## config.mk

```make
export PLATFORM = sky130hd
export DESIGN_NAME = rss_reset_sleep_sequencer
export DESIGN_NICKNAME = d
export VERILOG_FILES = /design/src/hw/rss_pkg.sv /design/src/hw/rss_level_filter.sv /design/src/hw/rss_combo_match.sv /design/src/hw/rss_reset_sleep_sequencer.sv
export SDC_FILE = /design/constraint.sdc
export NUM_CORES = 1
export LEC_CHECK = 0
export BUFFER_PORTS_ARGS = -buffer_cell sky130_fd_sc_hd__clkbuf_2
export CORE_MARGIN = 3
export CORE_UTILIZATION = 65
export DETAILED_ROUTE_END_ITERATION = 6
export GPL_ROUTABILITY_DRIVEN = 0
export HOLD_SLACK_MARGIN = 0.06
export PLACE_DENSITY = 0.84
export REMOVE_ABC_BUFFERS = 1
export SYNTH_ARGS = -nofsm -noshare
export SYNTH_HDL_FRONTEND = slang
export SYNTH_SLANG_ARGS = --single-unit
```

## constraint.sdc

```tcl
create_clock -name mclk -period 5.9 [get_ports mclk]
set_clock_uncertainty 0.1 [all_clocks]
set_input_delay 1.475 -clock mclk [delete_from_list [all_inputs] [get_ports mclk]]
set_output_delay 1.475 -clock mclk [all_outputs]
set_load 0.005 [all_outputs]
```

## src/hw/rss_pkg.sv

```systemverilog
// rss_pkg: shared constants and types for the reset and sleep sequencer
// assumes one 100 MHz clock, 4-bit register data, plain register port
package rss_pkg;

    // ==========================================
    // register port
    localparam int DATA_W = 4;
    localparam int ADDR_W = 3;
    localparam logic [ADDR_W-1:0] REG_SYS_CTL_ONE = 3'h0;
    localparam logic [ADDR_W-1:0] REG_SYS_CTL_TWO = 3'h1;
    localparam logic [ADDR_W-1:0] REG_SYS_CTL_THREE = 3'h2;
    localparam logic [ADDR_W-1:0] REG_COMBO_SEL_ONE = 3'h3;
    localparam logic [ADDR_W-1:0] REG_COMBO_SEL_TWO = 3'h4;
    localparam logic [ADDR_W-1:0] REG_PORT_B_OPT = 3'h5;
    localparam logic [ADDR_W-1:0] REG_PORT_C_STROBE = 3'h6;

    // ==========================================
    // field positions and reset values
    localparam int SLEEP_BIT = 0;
    localparam int GUARD_BIT = 2;
    localparam int OSC_DIS_BIT = 1;
    localparam int WAKE_COMBO_BIT = 0;
    localparam int PORT_B_PULL_BIT = 1;
    localparam int STROBE_SEL_LSB = 0;
    localparam int STROBE_SEL_W = 2;
    localparam logic [STROBE_SEL_W-1:0] STROBE_SHOWS_RESET = 2'h0;
    localparam logic [DATA_W-1:0] OPTION_RESET = 4'h0;
    localparam logic [DATA_W-1:0] READ_ZERO = 4'h0;

    // ==========================================
    // timing
    localparam int CLK_HZ = 100_000_000;
    localparam int PIN_DEBOUNCE_MS = 16;
    localparam int WAKE_PULSE_US = 10;
    localparam int DEBOUNCE_CYC = PIN_DEBOUNCE_MS * (CLK_HZ / 1000);
    localparam int WAKE_CYC = WAKE_PULSE_US * (CLK_HZ / 1_000_000);
    localparam int CPU_DELAY_TICKS = 32768;
    localparam int SYS_RESET_TICKS = 8;
    localparam int OSC_LOSS_CYC = CLK_HZ / 16384;

    // ==========================================
    // types
    typedef enum logic {MODE_ACTIVE, MODE_SLEEP} rss_mode_e;

    typedef struct packed {
        logic [ADDR_W-1:0] addr;
        logic [DATA_W-1:0] wdata;
        logic wr;
        logic rd;
    } rss_bus_s;

    typedef struct packed {
        logic oscEnable;
        logic portBHighZ;
        logic portBPull;
        logic portAEnable;
        logic portAPullDown;
        logic interruptsOn;
        logic oscSupervisorOn;
    } rss_sleep_ctl_s;

endpackage : rss_pkg

```

## src/hw/rss_level_filter.sv

```systemverilog
// rss_level_filter: reports a level once it has stood high for CYCLES clocks
// assumes level is already synchronous to mclk
`timescale 1ns/1ps
module rss_level_filter
#(
    parameter int CYCLES = 16
)
(
    // clock and reset
    input wire logic mclk,
    input wire logic resetn,
    // level in, gated
    input wire logic enable,
    input wire logic level,
    // filtered level
    output logic held
);
    localparam int CW = $clog2(CYCLES + 1);
    localparam logic [CW-1:0] LAST = CW'(CYCLES - 1);

    logic [CW-1:0] count_q;

    // ==========================================
    // stable-high counter
    always_ff @(posedge mclk or negedge resetn)
    begin
        if (!resetn)
        begin
            count_q <= '0;
            held <= 1'b0;
        end
        else if (!enable || !level)
        begin
            count_q <= '0;
            held <= 1'b0;
        end
        else if (count_q == LAST)
        begin
            held <= 1'b1;
        end
        else
        begin
            count_q <= count_q + 1'b1;
        end
    end
endmodule : rss_level_filter

```

## src/hw/rss_combo_match.sv

```systemverilog
// rss_combo_match: port line combination compare, and or or type
// assumes lines are synchronous to the caller's clock
`timescale 1ns/1ps
module rss_combo_match
#(
    parameter bit OR_TYPE = 1'b0
)
(
    // selections
    input wire logic [3:0] selOne,
    input wire logic [3:0] selTwo,
    // port lines
    input wire logic [3:0] lines,
    // result
    output logic match
);
    logic [3:0] terms;

    // ==========================================
    // per-line terms and merge
    always_comb
    begin
        terms = 4'h0;
        for (int i = 0; i < 4; i++)
        begin
            terms[i] = selOne[i] ? (selTwo[i] | ~lines[i]) : (selTwo[i] & lines[i]);
        end
        match = OR_TYPE ? (|terms) : (&terms);
    end
endmodule : rss_combo_match

```

## src/hw/rss_reset_sleep_sequencer.sv

```systemverilog
// rss_reset_sleep_sequencer: sleep entry and wake, reset merging and delays
// assumes resetn is the power-on reset, pins are asynchronous to mclk,
// systemClockTap toggles at the system clock rate while the oscillator runs
//
// Our own choices: the placing of the registers and the strobed register port.
`timescale 1ns/1ps

module rss_reset_sleep_sequencer
    import rss_pkg::*;
#(
    parameter bit OR_TYPE = 1'b0,
    parameter int DEBOUNCE_CYCLES = DEBOUNCE_CYC,
    parameter int WAKE_CYCLES = WAKE_CYC,
    parameter int OSC_LOSS_CYCLES = OSC_LOSS_CYC,
    parameter int CPU_DELAY = CPU_DELAY_TICKS,
    parameter int SYS_HOLD = SYS_RESET_TICKS
)
(
    // clock and power-on reset
    input wire logic mclk,
    input wire logic resetn,
    // register port
    input wire rss_bus_s busIn,
    output logic [DATA_W-1:0] rdata_q,
    // pins
    input wire logic resetPin,
    input wire logic [3:0] inputPortLine,
    input wire logic systemClockTap,
    // same-clock sources
    input wire logic wdogReset,
    input wire logic strobeData,
    // outputs
    output logic sysReset_q,
    output logic cpuReset_q,
    output logic strobePin_q,
    output logic sleepMode_q,
    output rss_sleep_ctl_s sleepCtl_q
);
    localparam int HW = $clog2(SYS_HOLD + 1);
    localparam int DW = $clog2(CPU_DELAY + 1);
    localparam int OW = $clog2(OSC_LOSS_CYCLES + 1);
    localparam logic [HW-1:0] HOLD_LOAD = HW'(SYS_HOLD);
    localparam logic [DW-1:0] DELAY_LOAD = DW'(CPU_DELAY);
    localparam logic [OW-1:0] OSC_LAST = OW'(OSC_LOSS_CYCLES - 1);

    rss_mode_e mode_q;
    logic [5:0] sync1_q, sync2_q, sync3_q, filt_q;
    logic tapPrev_q, sysTick;
    logic [OW-1:0] oscIdle_q;
    logic oscLost_q, supervise;
    logic comboMatch, comboMatch_q;
    logic pinHeld, comboHeld, wakeHeld;
    logic sleepWrite, wakeNow, srcAny;
    logic sleepFlag_q, guard_q, oscDisable_q, wakeOpt_q, portBPull_q, wakeDelay_q;
    logic [3:0] comboSelOne_q, comboSelTwo_q;
    logic [STROBE_SEL_W-1:0] strobeSel_q;
    logic [HW-1:0] holdCnt_q;
    logic [DW-1:0] cpuCnt_q;

    // ==========================================
    // pin synchronisers, change taken when stages two and three agree
    always_ff @(posedge mclk or negedge resetn)
    begin
        if (!resetn)
        begin
            sync1_q <= 6'h00;
            sync2_q <= 6'h00;
            sync3_q <= 6'h00;
            filt_q <= 6'h00;
        end
        else
        begin
            sync1_q <= {systemClockTap, resetPin, inputPortLine};
            sync2_q <= sync1_q;
            sync3_q <= sync2_q;
            filt_q <= (sync2_q & sync3_q) | (filt_q & (sync2_q | sync3_q));
        end
    end

    // ==========================================
    // system clock tick from the tap
    always_ff @(posedge mclk or negedge resetn)
    begin
        if (!resetn)
            tapPrev_q <= 1'b0;
        else
            tapPrev_q <= filt_q[5];
    end

    assign sysTick = filt_q[5] & ~tapPrev_q;

    // ==========================================
    // oscillation supervisor
    // off during wake delay
    assign supervise = (mode_q == MODE_ACTIVE) && !oscDisable_q && !wakeDelay_q;

    always_ff @(posedge mclk or negedge resetn)
    begin
        if (!resetn)
        begin
            oscIdle_q <= '0;
            oscLost_q <= 1'b0;
        end
        else if (!supervise || sysTick)
        begin
            oscIdle_q <= '0;
            oscLost_q <= 1'b0;
        end
        else if (oscIdle_q == OSC_LAST)
            oscLost_q <= 1'b1;
        else
            oscIdle_q <= oscIdle_q + 1'b1;
    end

    // ==========================================
    // port combination and pin filters
    rss_combo_match #(.OR_TYPE(OR_TYPE)) u_match
    (
        .selOne(comboSelOne_q),
        .selTwo(comboSelTwo_q),
        .lines(filt_q[3:0]),
        .match(comboMatch)
    );

    // port lines ignored in sleep without option
    always_ff @(posedge mclk or negedge resetn)
    begin
        if (!resetn)
            comboMatch_q <= 1'b0;
        else
            comboMatch_q <= comboMatch && (mode_q == MODE_ACTIVE || wakeOpt_q);
    end

    rss_level_filter #(.CYCLES(DEBOUNCE_CYCLES)) u_pin_deb
    (
        .mclk(mclk),
        .resetn(resetn),
        .enable(mode_q == MODE_ACTIVE),
        .level(filt_q[4]),
        .held(pinHeld)
    );

    rss_level_filter #(.CYCLES(DEBOUNCE_CYCLES)) u_combo_deb
    (
        .mclk(mclk),
        .resetn(resetn),
        .enable(mode_q == MODE_ACTIVE),
        .level(comboMatch_q),
        .held(comboHeld)
    );

    rss_level_filter #(.CYCLES(WAKE_CYCLES)) u_wake
    (
        .mclk(mclk),
        .resetn(resetn),
        .enable(mode_q == MODE_SLEEP),
        .level(filt_q[4]),
        .held(wakeHeld)
    );

    // ==========================================
    // sleep mode
    // guarded sleep write
    assign sleepWrite = busIn.wr && busIn.addr == REG_SYS_CTL_ONE
        && busIn.wdata[SLEEP_BIT] && guard_q;
    assign wakeNow = wakeHeld || (comboMatch_q && wakeOpt_q);

    always_ff @(posedge mclk or negedge resetn)
    begin
        if (!resetn)
        begin
            mode_q <= MODE_ACTIVE;
            sleepFlag_q <= 1'b0;
        end
        else
        begin
            unique case (mode_q)
                MODE_ACTIVE:
                begin
                    if (sleepWrite)
                    begin
                        mode_q <= MODE_SLEEP;
                        sleepFlag_q <= 1'b1;
                    end
                end
                MODE_SLEEP:
                begin
                    if (wakeNow)
                    begin
                        mode_q <= MODE_ACTIVE;
                        sleepFlag_q <= 1'b0;
                    end
                end
            endcase
        end
    end

    // ==========================================
    // power-on only registers, then the oscillator disable bit, also cleared by system reset
    // cleared by power-on only
    always_ff @(posedge mclk or negedge resetn)
    begin
        if (!resetn)
        begin
            guard_q <= 1'b0;
            comboSelOne_q <= OPTION_RESET;
            comboSelTwo_q <= OPTION_RESET;
            wakeOpt_q <= 1'b0;
            portBPull_q <= 1'b0;
            strobeSel_q <= STROBE_SHOWS_RESET;
        end
        else if (busIn.wr)
        begin
            unique case (busIn.addr)
                REG_SYS_CTL_TWO: guard_q <= busIn.wdata[GUARD_BIT];
                REG_COMBO_SEL_ONE: comboSelOne_q <= busIn.wdata;
                REG_COMBO_SEL_TWO: comboSelTwo_q <= busIn.wdata;
                REG_PORT_B_OPT:
                begin
                    wakeOpt_q <= busIn.wdata[WAKE_COMBO_BIT];
                    portBPull_q <= busIn.wdata[PORT_B_PULL_BIT];
                end
                REG_PORT_C_STROBE:
                    strobeSel_q <= busIn.wdata[STROBE_SEL_LSB +: STROBE_SEL_W];
                default: ;
            endcase
        end
    end

    always_ff @(posedge mclk or negedge resetn)
    begin
        if (!resetn)
            oscDisable_q <= 1'b0;
        else if (sysReset_q)
            oscDisable_q <= 1'b0;
        else if (busIn.wr && busIn.addr == REG_SYS_CTL_THREE)
            oscDisable_q <= busIn.wdata[OSC_DIS_BIT];
    end

    // ==========================================
    // system reset with hold
    // five sources merged
    assign srcAny = (mode_q == MODE_SLEEP) || pinHeld || comboHeld || wdogReset || oscLost_q;

    always_ff @(posedge mclk or negedge resetn)
    begin
        if (!resetn)
        begin
            sysReset_q <= 1'b1;
            holdCnt_q <= HOLD_LOAD;
        end
        else if (srcAny)
        begin
            sysReset_q <= 1'b1;
            holdCnt_q <= HOLD_LOAD;
        end
        else if (holdCnt_q == '0)
            sysReset_q <= 1'b0;
        else if (sysTick)
            holdCnt_q <= holdCnt_q - 1'b1;
    end

    // ==========================================
    // CPU reset delay
    // delay after system reset
    always_ff @(posedge mclk or negedge resetn)
    begin
        if (!resetn)
        begin
            cpuReset_q <= 1'b1;
            cpuCnt_q <= DELAY_LOAD;
        end
        else if (sysReset_q)
        begin
            cpuReset_q <= 1'b1;
            cpuCnt_q <= DELAY_LOAD;
        end
        else if (cpuCnt_q == '0)
            cpuReset_q <= 1'b0;
        else if (sysTick)
            cpuCnt_q <= cpuCnt_q - 1'b1;
    end

    always_ff @(posedge mclk or negedge resetn)
    begin
        if (!resetn)
            wakeDelay_q <= 1'b0;
        else if (mode_q == MODE_SLEEP && wakeNow)
            wakeDelay_q <= 1'b1;
        else if (!sysReset_q && cpuCnt_q == '0)
            wakeDelay_q <= 1'b0;
    end

    // ==========================================
    // sleep-state outputs
    // oscillator off
    always_ff @(posedge mclk or negedge resetn)
    begin
        if (!resetn)
        begin
            sleepCtl_q <= '0;
            sleepMode_q <= 1'b0;
        end
        else
        begin
            sleepMode_q <= (mode_q == MODE_SLEEP);
            sleepCtl_q.oscEnable <= (mode_q == MODE_ACTIVE);
            sleepCtl_q.portBHighZ <= (mode_q == MODE_SLEEP);
            sleepCtl_q.portBPull <= (mode_q == MODE_SLEEP) && portBPull_q;
            sleepCtl_q.portAEnable <= (mode_q == MODE_ACTIVE) || wakeOpt_q;
            sleepCtl_q.portAPullDown <= (mode_q == MODE_ACTIVE) || wakeOpt_q;
            sleepCtl_q.interruptsOn <= (mode_q == MODE_ACTIVE);
            sleepCtl_q.oscSupervisorOn <= supervise;
        end
    end

    always_ff @(posedge mclk or negedge resetn)
    begin
        if (!resetn)
            strobePin_q <= 1'b1;
        else if (strobeSel_q == STROBE_SHOWS_RESET)
            strobePin_q <= cpuReset_q;
        else
            strobePin_q <= strobeData;
    end

    // ==========================================
    // register read
    always_ff @(posedge mclk or negedge resetn)
    begin
        if (!resetn)
            rdata_q <= READ_ZERO;
        else if (!busIn.rd)
            rdata_q <= READ_ZERO;
        else
        begin
            rdata_q <= READ_ZERO;
            unique case (busIn.addr)
                REG_SYS_CTL_ONE: rdata_q[SLEEP_BIT] <= sleepFlag_q;
                REG_SYS_CTL_TWO: rdata_q[GUARD_BIT] <= guard_q;
                REG_SYS_CTL_THREE: rdata_q[OSC_DIS_BIT] <= oscDisable_q;
                REG_COMBO_SEL_ONE: rdata_q <= comboSelOne_q;
                REG_COMBO_SEL_TWO: rdata_q <= comboSelTwo_q;
                REG_PORT_B_OPT:
                begin
                    rdata_q[WAKE_COMBO_BIT] <= wakeOpt_q;
                    rdata_q[PORT_B_PULL_BIT] <= portBPull_q;
                end
                REG_PORT_C_STROBE: rdata_q[STROBE_SEL_LSB +: STROBE_SEL_W] <= strobeSel_q;
                default: ;
            endcase
        end
    end
endmodule : rss_reset_sleep_sequencer

```

==> run summary, run 1 <==
Cell Chain, Critical Path -> clkbuf_2
arrival time worst endpoint -> 1520 ps
number of gates resized after cts -> 0
switch share -> 27.0%
number of global-route vias before repair -> 4,784
highest-delay cell along the critical path -> dfstp_2
Peak VDD IR -> 259 µV
synthesis-to-layout area growth -> 12.2%
synthesis-stage register bit count -> 144
# setup viols final -> 0
Routed Antenna Nets -> 0
Final Max Tran Viols -> 0
port bufs -> 33
Worst Path Required -> 4320 ps
Initial Util -> 68.8%
CTS clk-pin slew, worst paths -> 60 ps
Avg Inst Size Synth -> 10.4 µm²
Setup CP Type -> reg2out
Hold Path Class -> reg2reg
Clk pwr share -> 42.9%
dpl hpwl -> 8400 µm
EDFF count, synth -> 0
setup ws final -> 2810 ps
Max-Cap Viols -> 0
Switching Power -> 621 µW
Num CTS Buffers -> 17
Pwr per Cell Area -> 314 mW/mm²
R2R setup slack -> 3280 ps
leading cell types by total area after synthesis -> dfrtp_1 (53%), nor2_1 (5.2%), xor2_1 (3.8%)
final core utilization -> 77.2%
Max FO, Critical Path -> 25
Fill cells -> 619
clk sink count -> 144
Max clock buf depth -> 2
maximum clock rate -> 0.323 GHz
Worst-Margin Slew -> 1100 ps
crit path time final -> 3090 ps
Yosys cell types -> 53
largest net degree at the start of global routing -> 101
RSZ-0062 raised after global routing -> false
DR DRC count -> 0
clk root buf -> clkbuf_8
post-route clock period utilization -> 52.5%
Pint -> 1.68 mW
leakage power -> 3.15 nW
Critical Path Start Type -> flip-flop
Hold Vio Cnt, Final -> 0
dpl ws -> 3040 ps
crit-path leading delay family -> flip-flops
Die W -> 106 µm
row count -> 35
Synth area leader -> dfrtp_1
setup TNS -> 0 ps
post-synth top area share -> 53.2%
initial drt markers -> 329
CTS tree -> done
layout cells sized above 1 -> 13.9%
power consumption -> 2.30 mW
Final #Nets -> 691
hold slack -> 253 ps
Top FF cell, synth -> dfrtp_1
vias -> 4,705
Post-CTS Setup Inserts -> 0
Worst-Skew Late Latency -> 520 ps
I/O pin total -> 34
mapped cell area -> 0.00654 mm²
drt total wl -> 13,000 µm
Die H -> 106 µm
total core area -> 0.00950 mm²
Syn Inst Count -> 631
full die area -> 0.0113 mm²
synth warn -> 0
hold-fix buffers at CTS -> 0
vias per cell -> 5.84
sequential share of the synthesized area -> 55.2%
initial antenna violation count -> 0
status -> complete, no violations
Flop pwr share -> 48.2%
global-route wire length before repair -> 22,900 µm
# diodes -> 0
Post-synth ARST share -> 100%
GRT Resource Usage Total -> 25.5%
drt pass-1 iters -> 5
combinational fraction of design power -> 8.8%
CTS HTree Levels -> 4
DR WL/cell -> 16.2 µm
crit path capture type -> primary output
WP buf/inv -> 1
GRT overflow -> 0
Critical Path Max Stage Delay -> 810 ps
Max-slew headroom -> 26.6%
path summary, 6_finish.rpt:
kind,start,depth (start not counted),to
worst max-delay path,sysReset_q,1,sysReset_q
worst min-delay path,sync1_q[2],0,sync2_q[2]
worst max register to register,u_pin_deb.count_q[0],6,u_pin_deb.count_q[1]
worst min register to register,sync1_q[2],0,sync2_q[2]
max in group asynchronous,resetn,2,holdCnt_q[3]
min in group asynchronous,resetn,1,oscIdle_q[6]
state kept, by name, summed over array words and instances (netlist names), 2 cells and up:
signal / cells
u_pin_deb.count_q: 21
strobeSel_q: 2
filt_q: 6
comboSelOne_q: 4
comboSelTwo_q: 4
oscIdle_q: 13
holdCnt_q: 4
u_wake.count_q: 10
u_combo_deb.count_q: 21
rdata_q: 4
sleepCtl_q: 5
sync2_q: 6
sync3_q: 6
cpuCnt_q: 16
sync1_q: 6
routing by layer:
layer	track usage (%)	up-vias	wire, µm
met5	0	-	0
met4	8.60	0	175
met3	4.98	13	474
met2	42.6	115	6540
met1	33.6	2315	5830
li1	-	2262	-
power by group through the flow:
stage,Combinational [mW],Clock (mW),Sequential [mW]
3_5_place_dp,0.200,0,1.12
5_1_grt,0.228,1.06,1.12
6_report,0.203,0.988,1.11
3_3_place_gp,0.191,0,1.12
4_1_cts,0.206,1.00,1.11
2_1_floorplan,0.117,0,1.11
kinds of logic after synthesis:
family | count (synthesis) | share of synthesized area (%)
flip-flops | 144 | 55.2
AO/OA/AOI/OAI | 61 | 5.61
XOR/XNOR | 50 | 6.70
AND/OR/NAND/NOR | 297 | 22.8
multiplexers | 31 | 5.03
adder cells (fa/ha/maj) | 14 | 2.45
buffers and inverters | 34 | 2.22
synthesized netlist by cell type, types with 2 or more instances:
master / number
o21ai_1: 8
maj3_1: 6
inv_1: 14
mux2_2: 15
o211ai_1: 2
nand3b_1: 3
xnor2_1: 22
nand3_1: 30
xor2_1: 28
nand2b_1: 10
buf_4: 4
mux2i_1: 16
nor3_1: 28
a31oi_1: 2
or2_1: 3
nor4b_1: 4
nand2_1: 55
or3_1: 13
nor3b_1: 3
nand4_1: 14
and2_1: 4
buf_2: 2
and3_1: 5
nand4b_1: 2
dfrtp_1: 139
o21ai_0: 8
nor2b_1: 9
nor4_1: 11
dfstp_2: 5
or4_1: 5
ha_1: 8
o31ai_1: 3
a21oi_1: 24
clkbuf_1: 14
nor2_1: 90
a211oi_1: 5
layout by cell type (no fill, tap or decap), types with 22 or more instances in the layout:
cell type	Yosys	layout
nor3_1	28	28
nand2_1	55	55
clkbuf_2	0	32
dfrtp_1	139	139
nand3_1	30	30
xnor2_1	22	22
xor2_1	28	28
a21oi_1	24	24
nor2_1	90	90
per-stage QoR:
step,instance area (µm²),cells
after floorplan,6440,611
after global placement,6790,774
after detailed placement,6790,774
after CTS,7340,806
after global routing,7340,806
final,7340,806
cell type report:
type / count / area (µm²) / area share [%]
Clock buffer: 18 / 428 / 5.83
Clock inverter: 14 / 124 / 1.69
Inverter: 14 / 52.6 / 0.716
Multi-Input combinational cell: 453 / 2780 / 37.9
Timing Repair Buffer: 34 / 179 / 2.44
Tap cell: 129 / 161 / 2.20
Sequential cell: 144 / 3610 / 49.2
(Power assumes the default switching activity.)
==> inputs of run 2 (changes only) <==
Settings changed: CORE_UTILIZATION 65 to 61, PLACE_DENSITY 0.84 to 0.79.
Clock period 5.9 ns to 2.89 ns, I/O delays scaled along.
==> run 2 against run 1 <==
Against the previous run:
- final area rose by 0.97%
- global-route usage fell by 2.2 points
- highest routed layer unchanged
- first-iteration DRC count rose by 8.2%
- final cell count rose by 1.4%
- clock power rose by 110%
- sequential share of layout area fell by 0.47 points
- critical endpoint unchanged
- non-clock buffer count rose by 5
==> run summary, run 2 (synthesis results as in run 1) <==
port bufs -> 33 (unchanged)
vias per cell -> 5.67 (-2.9%)
initial drt markers -> 356 (+8.2%)
HP Start -> inputPortLine[2]
crit path time final -> 2370 ps
crit path capture type -> primary output
Post-CTS Setup Inserts -> 0 (unchanged)
Largest regs -> u_combo_deb.count_q x21, u_pin_deb.count_q x21, cpuCnt_q x16
Worst Path Required -> 2070 ps (-2250 ps)
vias -> 4,633 (-1.5%)
clk sink count -> 144 (unchanged)
clk root buf -> clkbuf_8
row count -> 37 (+5.7%)
# diodes -> 0 (unchanged)
dpl hpwl -> 8400 µm (about the same)
CTS clk-pin slew, worst paths -> 60 ps (about the same)
hold path cells -> 1 (+1)
Min-Delay Endpoint -> sync1_q[2]
global-route wire length before repair -> 21,500 µm (-6.3%)
leakage power -> 3.19 nW (+1.1%)
Final Max Tran Viols -> 0 (unchanged)
Max FO, Critical Path -> 25 (unchanged)
Die W -> 110 µm (+3.0%)
Peak VDD IR -> 543 µV (+110%)
WP buf/inv -> 1 (unchanged)
Worst-Margin Slew -> 786 ps (-309 ps)
Final #Nets -> 696 (+0.72%)
Routed Antenna Nets -> 0 (unchanged)
synthesis-to-layout area growth -> 13.3%
R2R setup slack -> 750 ps (-2530 ps)
maximum clock rate -> 0.423 GHz
Critical Path Start Type -> flip-flop
Cell Chain, Critical Path -> clkbuf_2
RSZ-0062 raised after global routing -> false
Critical Path Source -> sysReset_q
Num CTS Buffers -> 17 (unchanged)
total core area -> 0.0104 mm² (+9.1%)
highest-delay cell along the critical path -> dfstp_2
setup ws final -> 523 ps (-2280 ps)
Max-Cap Viols -> 0 (unchanged)
full die area -> 0.0120 mm² (+6.2%)
Die H -> 110 µm (+3.0%)
FF-to-FF End -> cpuCnt_q[14]
DR WL/cell -> 15.2 µm (-5.9%)
Hold Vio Cnt, Final -> 0 (unchanged)
Initial Util -> 63.0% (-5.8 points)
most frequent cells in the layout -> dfrtp_1 (139), nor2_1 (90), nand2_1 (55), clkbuf_2 (32), nand3_1 (30)
crit-path leading delay family -> flip-flops
arrival time worst endpoint -> 1540 ps (+20 ps)
Setup CP Type -> reg2out
CTS tree -> done
Critical Path Max Stage Delay -> 820 ps (about the same)
status -> complete, no violations
largest net degree at the start of global routing -> 53 (-48%)
Worst-Skew Late Latency -> 530 ps (about the same)
Pwr per Cell Area -> 641 mW/mm² (+100%)
drt pass-1 iters -> 5 (unchanged)
Hold Path Class -> in2reg
# setup viols final -> 0 (unchanged)
CTS HTree Levels -> 4 (unchanged)
I/O pin total -> 34 (unchanged)
setup TNS -> 0 ps (unchanged)
GRT overflow -> 0 (unchanged)
dpl ws -> 766 ps (-2270 ps)
Max clock buf depth -> 2 (unchanged)
Max-slew headroom -> 47.1% (+21 points)
Worst R2R Start -> cpuCnt_q[0]
layout cells sized above 1 -> 13.8% (-0.082 points)
number of gates resized after cts -> 0 (unchanged)
post-route clock period utilization -> 81.9%
drt total wl -> 12,400 µm (-4.6%)
most common cell after layout, fill and taps aside -> dfrtp_1
number of global-route vias before repair -> 4,634 (-3.1%)
GRT Resource Usage Total -> 23.3% (-2.2 points)
initial antenna violation count -> 0 (unchanged)
reg2reg path depth -> 7 (+1)
DR DRC count -> 0 (unchanged)
==> run 2: cell count changes in the layout (fill, tap and decap cells not counted) <==
cell / change
buf_12: +1
buf_4: +3
bufinv_16: +2
clkbuf_1: +3
clkbuf_8: +1
clkinv_2: +1
clkinvlp_4: -2
dlygate4sd3_1: +1
inv_6: -1
inv_8: -5
==> run 2: metrics by stage <==
stage / utilization [%] / hold slack [ps] / power, mW / area (µm²) / std cells
after floorplan: - / 231 / 2.50 / 6440 / 611
after global placement: 65.9 / 234 / 2.68 / 6840 / 785
after detailed placement: 65.9 / 236 / 2.70 / 6840 / 785
after CTS: 71.4 / 164 / 4.81 / 7410 / 817
after global routing: 71.4 / 168 / 4.96 / 7410 / 817
final: 71.4 / 196 / 4.75 / 7410 / 817
==> run 2: area by class of cell <==
cell class	count	area [µm²]
Tap cell	136	170
Clock inverter	9	109
Sequential cell	144	3610
Fill cell	773	2960
Timing Repair Buffer	39	231
Clock buffer	22	453
Multi-Input combinational cell	453	2780
Inverter	14	52.6
==> run 2: repair_timing <==
action,in CTS,in global routing
hold buffers,1,0
hold endpoints to repair,40,0
endpoints found under the setup margin,0,0
==> run 2: metal layers <==
layer  GRT usage [%]  wire length [µm]
met5               0                 0
met4            8.37               246
met3            6.93               527
met2            37.2              6050
met1            30.4              5590
==> run 2: worst max-delay path by stage <==
stage / endpoint / slack, ps / depth (start not counted)
2_1_floorplan: u_pin_deb.count_q[1] / 790 / 6
3_3_place_gp: cpuCnt_q[9] / 850 / 4
3_5_place_dp: u_combo_deb.count_q[8] / 770 / 6
4_1_cts: sysReset_q / 490 / 1
5_1_grt: sysReset_q / 450 / 1
6_report: sysReset_q / 520 / 1
==> run 2: power by group <==
group          internal, mW  switching, mW  total [mW]
Sequential             2.15          0.108        2.26
Clock                  1.27          0.806        2.08
Combinational         0.180          0.236       0.416
Total                  3.60           1.15        4.75
==> inputs of run 3 (changes only) <==
Settings changed: CORE_UTILIZATION 61 to 55, PLACE_DENSITY 0.79 to 0.76.
Clock period 2.89 ns to 1.97 ns, I/O delays scaled along.
==> run 3 against run 2 <==
Against the previous run:
- the flow now finishes with violations (negative setup slack)
- worst hold slack worse by 110 ps
- total power rose by 46%
- clock power grew 44%
- sequential power increased by 46%
- die area increased by 10%
- utilization decreased by 4.4 points
- wire length increased by 8.4%
- sequential cell count is the same
- critical path type is now reg2reg
- critical endpoint is now cpuCnt_q[9]
==> run summary, run 3 (synthesis results as in run 1) <==
clk sink count -> 144 (unchanged)
reg2reg path depth -> 4 (-3)
maximum clock rate -> 0.493 GHz
Hold Path Class -> in2reg
GRT Resource Usage Total -> 21.8% (-1.5 points)
number of global-route vias before repair -> 4,912 (+6.0%)
crit path time final -> 2030 ps
most common cell after layout, fill and taps aside -> dfrtp_1
CTS HTree Levels -> 4 (unchanged)
WP buf/inv -> 0 (-1)
Pwr per Cell Area -> 900 mW/mm² (+40%)
dpl ws -> -56.2 ps (-822 ps)
Final Max Tran Viols -> 0 (unchanged)
drt total wl -> 13,500 µm (+8.4%)
met3 WL -> 535 µm (+1.5%)
dpl hpwl -> 8980 µm (+6.9%)
total core area -> 0.0115 mm² (+11%)
crit-path leading delay family -> simple AND/OR/NAND/NOR gates
Max FO, Critical Path -> 2 (-92%)
Final #Nets -> 726 (+4.3%)
RSZ-0062 raised after global routing -> true
full die area -> 0.0132 mm² (+10%)
largest net degree at the start of global routing -> 45 (-15%)
# diodes -> 0 (unchanged)
status -> finished with violations
CTS clk-pin slew, worst paths -> 60 ps (about the same)
highest-delay cell along the critical path -> or4_1
Initial Util -> 56.8% (-6.3 points)
layout cells sized above 1 -> 19.0% (+5.2 points)
port bufs -> 33 (unchanged)
Worst-Margin Slew -> 562 ps (-224 ps)
most frequent cells in the layout -> dfrtp_1 (139), nor2_1 (90), nand2_1 (55), clkbuf_2 (32), nand3_1 (30)
row count -> 39 (+5.4%)
Largest regs -> u_combo_deb.count_q x21, u_pin_deb.count_q x21, cpuCnt_q x16
Placed Area -> 0.00704 mm² (+3.0%)
Die W -> 115 µm (+5.0%)
post-route clock period utilization -> 103%
# setup viols final -> 1 (+1)
final core utilization -> 67.1% (-4.4 points)
clk root buf -> clkbuf_16
Cell Chain, Critical Path -> or3_4 > or4_4 > or4_1 > a21oi_1
setup ws final -> -56.6 ps (-580 ps)
Max-slew headroom -> 62.5% (+15 points)
Worst-Skew Late Latency -> 410 ps (-120 ps)
Num CTS Buffers -> 17 (unchanged)
Max clock buf depth -> 2 (unchanged)
arrival time worst endpoint -> 2270 ps (+730 ps)
CTS tree -> done
Setup CP Type -> reg2reg
Peak VDD IR -> 690 µV (+27%)
leakage power -> 3.35 nW (+5.0%)
Critical Path Start Type -> flip-flop
vias per cell -> 5.68 (+0.15%)
DR WL/cell -> 15.7 µm (+3.6%)
DR DRC count -> 0 (unchanged)
Worst Path Required -> 2210 ps (+140 ps)
metal2 WL -> 6830 µm (+13%)
Hold Vio Cnt, Final -> 0 (unchanged)
GRT overflow -> 0 (unchanged)
power consumption -> 6.95 mW (+46%)
crit path capture type -> flip-flop
drt pass-1 iters -> 5 (unchanged)
vias -> 4,856 (+4.8%)
Final Cell Area -> 0.00773 mm² (+4.3%)
critical path depth in cells -> 4 (+3)
Metal-1 WL -> 5830 µm (+4.1%)
R2R setup slack -> -60 ps (-810 ps)
hold path cells -> 1 (unchanged)
Critical Path Max Stage Delay -> 520 ps (-300 ps)
global-route wire length before repair -> 22,800 µm (+6.1%)
Routed Antenna Nets -> 0 (unchanged)
I/O pin total -> 34 (unchanged)
synthesis-to-layout area growth -> 18.2%
Max-Cap Viols -> 0 (unchanged)
initial antenna violation count -> 0 (unchanged)
uppermost layer routed -> met4
failing checks -> negative setup slack
initial drt markers -> 258 (-28%)
Fill cells -> 892 (+15%)
Die H -> 115 µm (+5.0%)
==> run 3: cell types whose count changed in the layout (fill, tap and decap cells not counted), moves of 2 or more <==
cell and delta:
buf_4 +24, clkinvlp_4 +4, a211oi_1 -2, a211oi_2 +2, buf_12 +2, buf_6 +2, clkinv_4 -2, nor3_1 -2
==> run 3: power by group <==
part	internal (mW)	total [mW]	switching, mW	leakage [nW]
clock network	1.80	3.00	1.19	0.256
logic	0.291	0.657	0.366	1.20
registers	3.15	3.30	0.148	1.89
==> run 3: final timing paths <==
check	from	end
setup / recovery	cpuCnt_q[5]	cpuCnt_q[9]
hold / removal	inputPortLine[3]	sync1_q[3]
setup reg to reg	cpuCnt_q[5]	cpuCnt_q[9]
hold reg to reg	sync1_q[3]	sync2_q[3]
max in group asynchronous	resetn	holdCnt_q[3]
min in group asynchronous	resetn	oscIdle_q[9]
==> run 3: repair_timing <==
action                                 in CTS  in global routing
cloned                                      0                  1
endpoints found under the hold margin      39                  1
hold buffers                                1                  1
buffers inserted                            1                  4
gates resized for setup                     3                 13
setup endpoints to repair                   2                 31
pin swaps                                   1                  3
==> run 3: stage by stage <==
step / hold slack, ps / TNS [ps] / instances
2_1_floorplan: 96.9 / -987 / 611
3_3_place_gp: 234 / -6.05 / 815
3_5_place_dp: 239 / -56.2 / 815
4_1_cts: 65.3 / -30.9 / 849
5_1_grt: 62.3 / -646 / 855
6_report: 83.8 / -56.6 / 855
==> run 3: cell type report <==
class                      instances  area, µm²  share of cell area [%]
sequential                       144       3610                    46.7
multi-input combinational        453       2840                    36.8
timing repair buffer              69        489                    6.33
clock buffer                      23        468                    6.06
tap                              143        179                    2.32
clock inverter                     9       86.3                    1.12
inverter                          14       52.6                   0.680
==> run 3: metal layers <==
layer  track usage [%]  vias to the layer above
met4              6.96                        0
met3              6.37                       23
li1                  -                     2328
met5                 0                        -
met1              28.2                     2393
met2              35.6                      112
==> run 3: worst register-to-register path, cell delays in order, from the launching register on <==
cell     delay, ps
dfrtp_1        400
or3_4          380
or4_4          420
or4_1          520
a21oi_1        130
